<file path="config.mk">
export PLATFORM = sky130hd
export DESIGN_NAME = awt_top
export DESIGN_NICKNAME = d
export VERILOG_FILES = /design/src/hw/awt_pkg.sv /design/src/hw/awt_pin_sync.sv /design/src/hw/awt_top.sv
export SDC_FILE = /design/constraint.sdc
export NUM_CORES = 1
export LEC_CHECK = 0
export BUFFER_PORTS_ARGS = -buffer_cell sky130_fd_sc_hd__buf_2
export CORE_MARGIN = 2
export CORE_UTILIZATION = 50
export CTS_BUF_LIST = sky130_fd_sc_hd__clkbuf_8
export DETAILED_ROUTE_END_ITERATION = 8
export PLACE_DENSITY_LB_ADDON = 0.12
export SYNTH_ARGS = -nofsm -noshare
export SYNTH_HDL_FRONTEND = slang
export SYNTH_HIERARCHICAL = 1
export SYNTH_SLANG_ARGS = --single-unit
</file>
<file path="constraint.sdc">
create_clock -name clk -period 2.43 [get_ports clk]
set_input_delay 0.243 -clock clk [delete_from_list [all_inputs] [get_ports clk]]
set_output_delay 0.243 -clock clk [all_outputs]
set_load 0.05 [all_outputs]
</file>
<file path="src/hw/awt_pkg.sv">
// Constants and types shared by the autowake and watchdog status block
package awt_pkg;

  // Register indices; byte address is four times the index
  localparam logic [15:0] IDX_WDT_RESTART = 16'h00f8;
  localparam logic [15:0] IDX_WDT_OVF = 16'h2002;
  localparam logic [15:0] IDX_WAKE_CTL = 16'h20a9;
  localparam logic [15:0] IDX_WDT_FLAG = 16'h20b1;
  localparam logic [15:0] IDX_IRQ_STAT = 16'h2100;
  localparam logic [15:0] IDX_IRQ_CLR = 16'h2101;
  localparam logic [15:0] IDX_IRQ_EN = 16'h2102;
  localparam int ADDR_W = 18;

  // Field positions
  localparam int AW_ARM_BIT = 7;
  localparam int AW_RES_BIT = 3;
  localparam int AW_PERIOD_LSB = 0;
  localparam int PRD_W = 3;
  localparam int WDT_RESTART_BIT = 7;
  localparam int WDT_OVF_BIT = 2;
  localparam int WDT_FLAG_BIT = 0;

  // Interrupt event bits
  localparam int EV_NEAR = 0;
  localparam int EV_OVF = 1;
  localparam int EV_WAKE = 2;
  localparam int EV_N = 3;

  // Values after reset
  localparam logic [PRD_W-1:0] PRD_RST = 3'h1;
  localparam logic RES_RST = 1'h0;
  localparam logic [EV_N-1:0] IRQ_EN_RST = 3'h0;

  // Clock and times
  localparam int CLK_HZ = 100_000_000;
  localparam int NEAR_OVF_US = 1000;
  localparam int NEAR_OVF_CYC = NEAR_OVF_US * (CLK_HZ / 1_000_000);
  localparam int WDT_TIMEOUT_MS = 1500;
  localparam int WDT_TIMEOUT_CYC = WDT_TIMEOUT_MS * (CLK_HZ / 1000);
  localparam int RTC_HZ = 32768;
  localparam int RES_FINE_MS = 2500;
  localparam int RES_COARSE_S = 60;
  localparam int RES_FINE_TICKS = RES_FINE_MS * RTC_HZ / 1000;
  localparam int RES_COARSE_TICKS = RES_COARSE_S * RTC_HZ;
  localparam int AW_W = 24;

  // Processor power modes
  typedef enum logic [1:0] {
    AWT_FULL_RUN,
    AWT_LOW_SUPPLY,
    AWT_DEEP_SLEEP,
    AWT_DISPLAY_ONLY
  } awt_mode_e;

endpackage : awt_pkg

</file>
<file path="src/hw/awt_pin_sync.sv">
// Three-stage pin synchroniser with agreement filter and edge pulses
`timescale 1ns/10ps
module awt_pin_sync #(
  parameter int W = 3
) (
  input wire logic clk,
  input wire logic nrst,
  input wire logic [W-1:0] pin,
  output logic [W-1:0] level,
  output logic [W-1:0] rise,
  output logic [W-1:0] fall
);

  logic [W-1:0] s1;
  logic [W-1:0] s2;
  logic [W-1:0] s3;
  logic [W-1:0] agree;
  logic [W-1:0] next_level;

  // Level moves only when stages two and three agree
  assign agree = ~(s2 ^ s3);
  assign next_level = (agree & s3) | (~agree & level);

  always_ff @(posedge clk or negedge nrst) begin
    if (!nrst) begin
      s1 <= '0;
      s2 <= '0;
      s3 <= '0;
      level <= '0;
      rise <= '0;
      fall <= '0;
    end else begin
      s1 <= pin;
      s2 <= s1;
      s3 <= s2;
      level <= next_level;
      rise <= next_level & ~level;
      fall <= ~next_level & level;
    end
  end

endmodule : awt_pin_sync

</file>
<file path="src/hw/awt_top.sv">
// Autowake timer and watchdog status logic with APB register access
//
// How it works
// - Arm write loads autowake duration, arms timer
// - Autowake held while full-run or low-supply
// - Resolution one is minute, zero 2.5 s
// - Near-overflow flag 1 ms early; clears
// - Restart bit byte-wide; 0 clears, 1 restarts
// - Overflow sets status; lost in deep sleep
// - Overflow status cleared while reset pin high
//
// Implementation choice: the APB register port.
`timescale 1ns/10ps
module awt_top
  import awt_pkg::*;
#(
  parameter int WDT_CYC = WDT_TIMEOUT_CYC,
  parameter int NEAR_CYC = NEAR_OVF_CYC,
  parameter int FINE_TICKS = RES_FINE_TICKS,
  parameter int COARSE_TICKS = RES_COARSE_TICKS
) (
  input wire logic clk,
  input wire logic nrst,
  input wire logic psel,
  input wire logic penable,
  input wire logic pwrite,
  input wire logic [ADDR_W-1:0] paddr,
  input wire logic [31:0] pwdata,
  input wire logic [3:0] pstrb,
  output logic [31:0] prdata,
  output logic pready,
  output logic pslverr,
  input wire awt_mode_e power_mode,
  input wire logic rtc_clk_pin,
  input wire logic wake_pin,
  input wire logic reset_pin,
  output logic wake_event,
  output logic watchdog_reset,
  output logic irq
);

  // Byte address of a register index
  function automatic logic [ADDR_W-1:0] byte_addr(input logic [15:0] idx);
    byte_addr = {idx, 2'b00};
  endfunction : byte_addr

  // Autowake duration in RTC ticks
  function automatic logic [AW_W-1:0] duration(
    input logic [PRD_W-1:0] prd,
    input logic res
  );
    logic [AW_W-1:0] unit;
    unit = res ? AW_W'(COARSE_TICKS) : AW_W'(FINE_TICKS);
    duration = AW_W'(prd * unit);
  endfunction : duration

  localparam logic [31:0] WDT_LAST = 32'(WDT_CYC - 1);
  localparam logic [31:0] WDT_NEAR_AT = 32'(WDT_CYC - 1 - NEAR_CYC);

  // Pin synchronisers
  logic [2:0] pin_in;
  logic [2:0] pin_level;
  logic [2:0] pin_rise;
  logic [2:0] pin_fall;

  assign pin_in = {rtc_clk_pin, wake_pin, reset_pin};

  awt_pin_sync #(
    .W(3)
  ) u_sync (
    .clk(clk),
    .nrst(nrst),
    .pin(pin_in),
    .level(pin_level),
    .rise(pin_rise),
    .fall(pin_fall)
  );

  logic reset_high;
  logic wake_fall;
  logic rtc_tick;

  assign reset_high = pin_level[0];
  assign wake_fall = pin_fall[1];
  assign rtc_tick = pin_rise[2];

  // APB decode
  logic setup;
  logic access;
  logic wr;
  logic hit_restart;
  logic hit_ovf;
  logic hit_wake;
  logic hit_flag;
  logic hit_stat;
  logic hit_clr;
  logic hit_en;
  logic mapped;
  logic lane0;
  logic lane0_only;

  assign setup = psel & ~penable;
  assign access = psel & penable;
  assign wr = access & pwrite;
  assign hit_restart = paddr == byte_addr(IDX_WDT_RESTART);
  assign hit_ovf = paddr == byte_addr(IDX_WDT_OVF);
  assign hit_wake = paddr == byte_addr(IDX_WAKE_CTL);
  assign hit_flag = paddr == byte_addr(IDX_WDT_FLAG);
  assign hit_stat = paddr == byte_addr(IDX_IRQ_STAT);
  assign hit_clr = paddr == byte_addr(IDX_IRQ_CLR);
  assign hit_en = paddr == byte_addr(IDX_IRQ_EN);
  assign mapped = hit_restart | hit_ovf | hit_wake | hit_flag
                | hit_stat | hit_clr | hit_en;
  assign lane0 = pstrb[0];
  assign lane0_only = pstrb == 4'h1;

  // Zero-wait slave; unmapped access answers with an error
  assign pready = 1'b1;
  assign pslverr = access & ~mapped;

  // Register write strobes
  logic wr_restart;
  logic wr_ovf;
  logic wr_wake;
  logic wr_flag;
  logic wr_clr;
  logic wr_en;
  logic wdt_restart;
  logic flag_clear_sw;
  logic aw_arm;

  assign wr_restart = wr & hit_restart & lane0_only;
  assign wr_ovf = wr & hit_ovf & lane0;
  assign wr_wake = wr & hit_wake & lane0;
  assign wr_flag = wr & hit_flag & lane0;
  assign wr_clr = wr & hit_clr & lane0;
  assign wr_en = wr & hit_en & lane0;
  assign wdt_restart = wr_restart & pwdata[WDT_RESTART_BIT];
  assign flag_clear_sw = (wr_restart & ~pwdata[WDT_RESTART_BIT])
                       | (wr_flag & ~pwdata[WDT_FLAG_BIT]);
  assign aw_arm = wr_wake & pwdata[AW_ARM_BIT];

  // Mode decode
  logic aw_hold;
  logic aw_run;
  logic in_deep_sleep;

  assign aw_hold = (power_mode == AWT_FULL_RUN)
                 | (power_mode == AWT_LOW_SUPPLY);
  assign aw_run = ~aw_hold;
  assign in_deep_sleep = power_mode == AWT_DEEP_SLEEP;

  // Watchdog counter
  logic [31:0] wdt_cnt;
  logic wdt_last;
  logic wdt_near;

  assign wdt_last = wdt_cnt == WDT_LAST;
  assign wdt_near = wdt_cnt == WDT_NEAR_AT;

  always_ff @(posedge clk or negedge nrst) begin
    if (!nrst) begin
      wdt_cnt <= 32'h0000_0000;
    end else if (wdt_restart || wdt_last) begin
      wdt_cnt <= 32'h0000_0000;
    end else begin
      wdt_cnt <= wdt_cnt + 32'h0000_0001;
    end
  end

  // Overflow pulse to the processor reset logic
  always_ff @(posedge clk or negedge nrst) begin
    if (!nrst) begin
      watchdog_reset <= 1'b0;
    end else begin
      watchdog_reset <= wdt_last & ~wdt_restart;
    end
  end

  logic wdt_ovf_ev;

  assign wdt_ovf_ev = wdt_last & ~wdt_restart;

  // Near-overflow flag, set wins over any clear
  logic near_flag;
  logic next_near_flag;

  assign next_near_flag = wdt_near | (near_flag & ~flag_clear_sw & ~wake_fall);

  always_ff @(posedge clk or negedge nrst) begin
    if (!nrst) begin
      near_flag <= 1'b0;
    end else begin
      near_flag <= next_near_flag;
    end
  end

  // Overflow status
  logic ovf_status;
  logic next_ovf_status;
  logic ovf_kept;

  assign ovf_kept = wr_ovf ? pwdata[WDT_OVF_BIT] : ovf_status;
  assign next_ovf_status = reset_high ? 1'b0
                         : wdt_ovf_ev ? 1'b1
                         : in_deep_sleep ? 1'b0
                         : ovf_kept;

  always_ff @(posedge clk or negedge nrst) begin
    if (!nrst) begin
      ovf_status <= 1'b0;
    end else begin
      ovf_status <= next_ovf_status;
    end
  end

  // Autowake settings
  logic [PRD_W-1:0] aw_period;
  logic aw_res;
  logic [PRD_W-1:0] next_period;
  logic next_res;

  assign next_period = pwdata[AW_PERIOD_LSB +: PRD_W];
  assign next_res = pwdata[AW_RES_BIT];

  always_ff @(posedge clk or negedge nrst) begin
    if (!nrst) begin
      aw_period <= PRD_RST;
      aw_res <= RES_RST;
    end else if (wr_wake) begin
      aw_period <= next_period;
      aw_res <= next_res;
    end
  end

  // Autowake countdown in RTC ticks
  logic aw_armed;
  logic [AW_W-1:0] aw_cnt;
  logic aw_step;
  logic aw_expire;
  logic [AW_W-1:0] aw_load;

  assign aw_load = duration(next_period, next_res);
  assign aw_step = aw_armed & aw_run & rtc_tick & ~aw_arm;
  assign aw_expire = aw_step & (aw_cnt <= 24'h00_0001);

  // Arm loads now; firmware leaves three RTC ticks before sleep
  always_ff @(posedge clk or negedge nrst) begin
    if (!nrst) begin
      aw_armed <= 1'b0;
      aw_cnt <= 24'h00_0000;
    end else if (aw_arm) begin
      aw_armed <= 1'b1;
      aw_cnt <= aw_load;
    end else if (aw_expire) begin
      aw_armed <= 1'b0;
      aw_cnt <= 24'h00_0000;
    end else if (aw_step) begin
      aw_cnt <= aw_cnt - 24'h00_0001;
    end
  end

  always_ff @(posedge clk or negedge nrst) begin
    if (!nrst) begin
      wake_event <= 1'b0;
    end else begin
      wake_event <= aw_expire;
    end
  end

  // Interrupt status, enable and clear
  logic [EV_N-1:0] ev;
  logic [EV_N-1:0] irq_stat;
  logic [EV_N-1:0] irq_en;
  logic [EV_N-1:0] irq_clr;
  logic [EV_N-1:0] next_irq_stat;

  assign ev[EV_NEAR] = wdt_near;
  assign ev[EV_OVF] = wdt_ovf_ev;
  assign ev[EV_WAKE] = aw_expire;
  assign irq_clr = wr_clr ? pwdata[EV_N-1:0] : '0;
  assign next_irq_stat = ev | (irq_stat & ~irq_clr);

  logic irq_level;

  assign irq_level = |(next_irq_stat & irq_en);

  always_ff @(posedge clk or negedge nrst) begin
    if (!nrst) begin
      irq_stat <= '0;
    end else begin
      irq_stat <= next_irq_stat;
    end
  end

  // Enable register
  always_ff @(posedge clk or negedge nrst) begin
    if (!nrst) begin
      irq_en <= IRQ_EN_RST;
    end else if (wr_en) begin
      irq_en <= pwdata[EV_N-1:0];
    end
  end

  always_ff @(posedge clk or negedge nrst) begin
    if (!nrst) begin
      irq <= 1'b0;
    end else begin
      irq <= irq_level;
    end
  end

  // Read data, captured in the setup cycle
  logic [31:0] rd_ovf;
  logic [31:0] rd_wake;
  logic [31:0] rd_flag;
  logic [31:0] rd_stat;
  logic [31:0] rd_en;
  logic [31:0] next_prdata;
  logic rd_capture;

  assign rd_ovf = 32'(ovf_status) << WDT_OVF_BIT;
  assign rd_wake = (32'(aw_res) << AW_RES_BIT)
                 | (32'(aw_period) << AW_PERIOD_LSB);
  assign rd_flag = 32'(near_flag) << WDT_FLAG_BIT;
  assign rd_stat = 32'(irq_stat);
  assign rd_en = 32'(irq_en);
  assign next_prdata = hit_ovf ? rd_ovf
                     : hit_wake ? rd_wake
                     : hit_flag ? rd_flag
                     : hit_stat ? rd_stat
                     : hit_en ? rd_en
                     : 32'h0000_0000;
  assign rd_capture = setup & ~pwrite;

  always_ff @(posedge clk or negedge nrst) begin
    if (!nrst) begin
      prdata <= 32'h0000_0000;
    end else if (rd_capture) begin
      prdata <= next_prdata;
    end
  end

endmodule : awt_top

</file>
==> impl_summary.md <==
Clocking
The clock passes through at most 2 buffers. The tree is rooted in a sky130_fd_sc_hd__clkbuf_8. The clock reaches the later pin of the worst-skew pair after 360 ps. The CTS buffer count is 9. The clock-pin slew on the worst setup and hold paths is 90 ps.

The sink count of the clock tree is 90. The CTS tree is yes. The H-tree was split into 3 levels.

Detailed routing
In this run, the number of DRC markers left after iteration 0 of detailed routing was 228. In the final routed layout, each cell accounts on average for 14.3 µm. The count of nets left with antenna violations once routing finished came out at 0. Using the TritonRoute via totals, the vias-per-cell ratio works out to 5.35. Detailed routing inserted a total of 4,301 vias. For this run, design rule violations remaining after detail routing come to 0. For this run, the detailed router's first-pass iteration total came to 4.

Wires add up to 11,500 µm.

Power and ir drop
The analysis attributes to cell leakage a power of 2.99 nW. The worst-case IR drop observed on VDD is 0.335 mV. The internal power of the cells totals 2.00 mW. The sequential cell fraction of total power is 55.3%. The analysis attributes to net switching a power of 0.753 mW. Net switching is 27.4% of the power. The power density over the cells is 439 nW/µm². Of the total power, the clock network draws 33.5%. The combinational cell fraction of total power is 11.3%. The overall power consumption is 2.75 mW.

Global route
The global-route wire length before repair is 19,200 µm. The via count of the first global-routing pass is 4,098. The pin count of the biggest net entering global routing is 60. For this run, the total global-route usage over all layers was measured as 21.1%. The total overflow left after global routing is 0. The initial antenna violation count came to 0.

STA
For this run, the top clock speed supported by timing is 408 MHz. On the final layout, the worst clock skew is 12.0 ps. The setup slack after layout is -20.1 ps. The number of pins exceeding their max-slew limit in the final report is 0. At the pin with the least slew margin, the transition time is 520 ps. Setup repair after global routing could not meet its margin everywhere.

Measured against its own limit, the worst slew margin works out to 65.0%. The post-route clock period utilization is 101%. The final count of hold timing violations came to 0.

Setup violations remaining at the end of the flow were counted as 3. The smallest clock period supported by the final layout is computed as 2450 ps.

Placement
At the end of routability-driven placement, the weighted congestion stood at 0.919. The half-perimeter wire length of the detailed placement result is 8450 µm. The count of buffers added on input and output ports is 44. The total cell area at the placement stage is 5850 µm².

Setup path
The arrival time of data at the critical path endpoint is 2700 ps. The worst setup path is launched from a flip-flop. The critical path goes through or4_4 -> or4_4 -> nor4_4 -> buf_6 -> or2_4 -> o22ai_1 -> a21o_1.

The highest-delay cell along the critical path is sky130_fd_sc_hd__or4_4. The logic depth of the worst path, buffers included is 7. The count of buffering cells on the critical path with inverters included is 1.

The maximum net fanout on the critical path is 6. The critical path in this run is classified as flip-flop to flip-flop. Counting stages on the worst path, the most repeated cell is sky130_fd_sc_hd__or4_4. The worst register-to-register path has a setup slack of -20 ps. The endpoint required time on the critical path is 2680 ps. For the worst flop-to-flop path, the logic depth is 7. On the worst path, the slowest cell contributes a delay of 550 ps.

On the critical path the largest part of the delay comes from simple AND/OR/NAND/NOR gates. The sort of element at the end of the critical path is a flip-flop.

Hold path
Along the worst hold path, the cell count comes to 3. The path category of the worst min-delay check is input pin to flip-flop.

Floorplanning
The full die area is 11,300 µm². The number of ports placed on the die boundary is 101. The initial utilization of the core area, before any placement, comes to 51.1%. The initialized floorplan defines 37 standard-cell rows. The width of the chip is 106 µm. The core region is 10,300 µm².

In this run the vertical extent of the chip is 106 µm.

Final layout
The final layout contains 742 nets. Counting the fill cells in the layout gives 934. The number of antenna repair diodes is 0. From synthesis to final layout, the design area changed by 19.3%. Of the cells placed in the final design, the portion with a size suffix greater than 1 is 25.6%.

After routing the design area is 6260 µm².

Logic synthesis
The summed instance area of the synthesized netlist is 5250 µm². The number of standard cells after synthesis is 564. Yosys printed 6 warnings. The average instance in the mapped netlist occupies 9.31 µm².

Run
Max-cap violations in this run came to 0.

Run status
The final reports fail on setup timing. The flow ran to the end, but the final reports show violations.
-- worst paths after layout --
check	start	endpoint
setup / recovery	aw_cnt[16]	aw_cnt[20]
max in group asynchronous	nrst	wdt_cnt[6]
hold reg to reg	u_sync/s1[1]	u_sync/s2[1]
min in group asynchronous	nrst	aw_cnt[17]
setup reg to reg	aw_cnt[16]	aw_cnt[20]
hold / removal	pwdata[0]	aw_period[0]
-- power groups by stage --
stage                     Clock [mW]  Combinational (mW)  Sequential (mW)
after floorplan                    0               0.228             1.55
after global placement             0               0.300             1.55
after detailed placement           0               0.304             1.55
after CTS                      0.959               0.309             1.52
after global routing            1.01               0.338             1.52
final                          0.920               0.310             1.52
-- layer usage --
layer | track usage [%] | wire, µm | up-vias
met4 | 6.59 | 155 | 0
met2 | 34.0 | 5580 | 89
li1 | - | - | 2137
met3 | 3.62 | 497 | 12
met5 | 0 | 0 | -
met1 | 29.2 | 5250 | 2063
-- registers in the layout (all words and copies together), names as in the netlist --
name,cells
wdt_cnt,32
aw_cnt,24
prdata,4
aw_period,3
irq_en,3
irq_stat,3
u_sync/level,3
u_sync/s1,3
u_sync/s2,3
u_sync/s3,3
aw_armed,1
aw_res,1
irq,1
near_flag,1
ovf_status,1
u_sync/fall,1
u_sync/rise,1
wake_event,1
watchdog_reset,1
-- stage by stage --
stage          TNS, ps  util [%]  std cells  setup slack, ps  hold WS [ps]
3_5_place_dp      -360      56.9        779            -71.8           222
2_1_floorplan    -3.92         -        593            -3.92         -52.6
6_report         -32.1      60.9        804            -20.1           174
5_1_grt          -1420      60.9        804             -108           186
4_1_cts           -286      59.4        800            -40.9           142
3_3_place_gp      -113      56.9        779            -27.9           214
-- layout make-up --
type | count | area [µm²] | share of cell area, %
Tap cell | 136 | 170 | 2.72
Clock buffer | 10 | 138 | 2.20
Inverter | 18 | 70.1 | 1.12
Timing Repair Buffer | 107 | 747 | 11.9
Multi-Input combinational cell | 437 | 2850 | 45.5
Sequential cell | 90 | 2250 | 36.0
Clock inverter | 6 | 33.8 | 0.539
-- repair_timing --
| item | in CTS | in global routing |
|---|---|---|
| hold buffers | 4 | 0 |
| hold endpoints to repair | 33 | 0 |
| setup buffers | 1 | 4 |
| gates resized for setup | 8 | 36 |
| setup endpoints to repair | 24 | 56 |
| pin swaps | 4 | 15 |
-- layout by cell type, fill, tap and decap left out, types with 4 or more instances in the layout --
cell type and n:
sky130_fd_sc_hd__a21o_1 5, sky130_fd_sc_hd__buf_6 5, sky130_fd_sc_hd__a21oi_2 4, sky130_fd_sc_hd__nand3_1 29
sky130_fd_sc_hd__a211oi_1 6, sky130_fd_sc_hd__or3_1 16, sky130_fd_sc_hd__nor4_1 11, sky130_fd_sc_hd__or2_2 4
sky130_fd_sc_hd__ha_1 12, sky130_fd_sc_hd__xor2_1 25, sky130_fd_sc_hd__mux2_2 8, sky130_fd_sc_hd__xnor2_1 16
sky130_fd_sc_hd__dfrtp_1 89, sky130_fd_sc_hd__buf_4 53, sky130_fd_sc_hd__nand2b_1 6, sky130_fd_sc_hd__nand2_1 38
sky130_fd_sc_hd__and4_1 5, sky130_fd_sc_hd__nand4_1 7, sky130_fd_sc_hd__buf_2 42, sky130_fd_sc_hd__a21oi_1 21
sky130_fd_sc_hd__nor3_1 20, sky130_fd_sc_hd__or4_1 4, sky130_fd_sc_hd__or4_4 5, sky130_fd_sc_hd__clkbuf_8 10
sky130_fd_sc_hd__conb_1 31, sky130_fd_sc_hd__nor4_2 6, sky130_fd_sc_hd__o22ai_1 4, sky130_fd_sc_hd__o21ai_0 15
sky130_fd_sc_hd__nor2_1 68, sky130_fd_sc_hd__inv_1 19, sky130_fd_sc_hd__dlygate4sd3_1 4, sky130_fd_sc_hd__and3_1 6
sky130_fd_sc_hd__nor2b_1 4
-- tightest hold or removal path: stages --
cell                      delay, ps
sky130_fd_sc_hd__buf_2          150
sky130_fd_sc_hd__nand2_1         60
sky130_fd_sc_hd__o21ai_0         70
(Power assumes the default switching activity.)
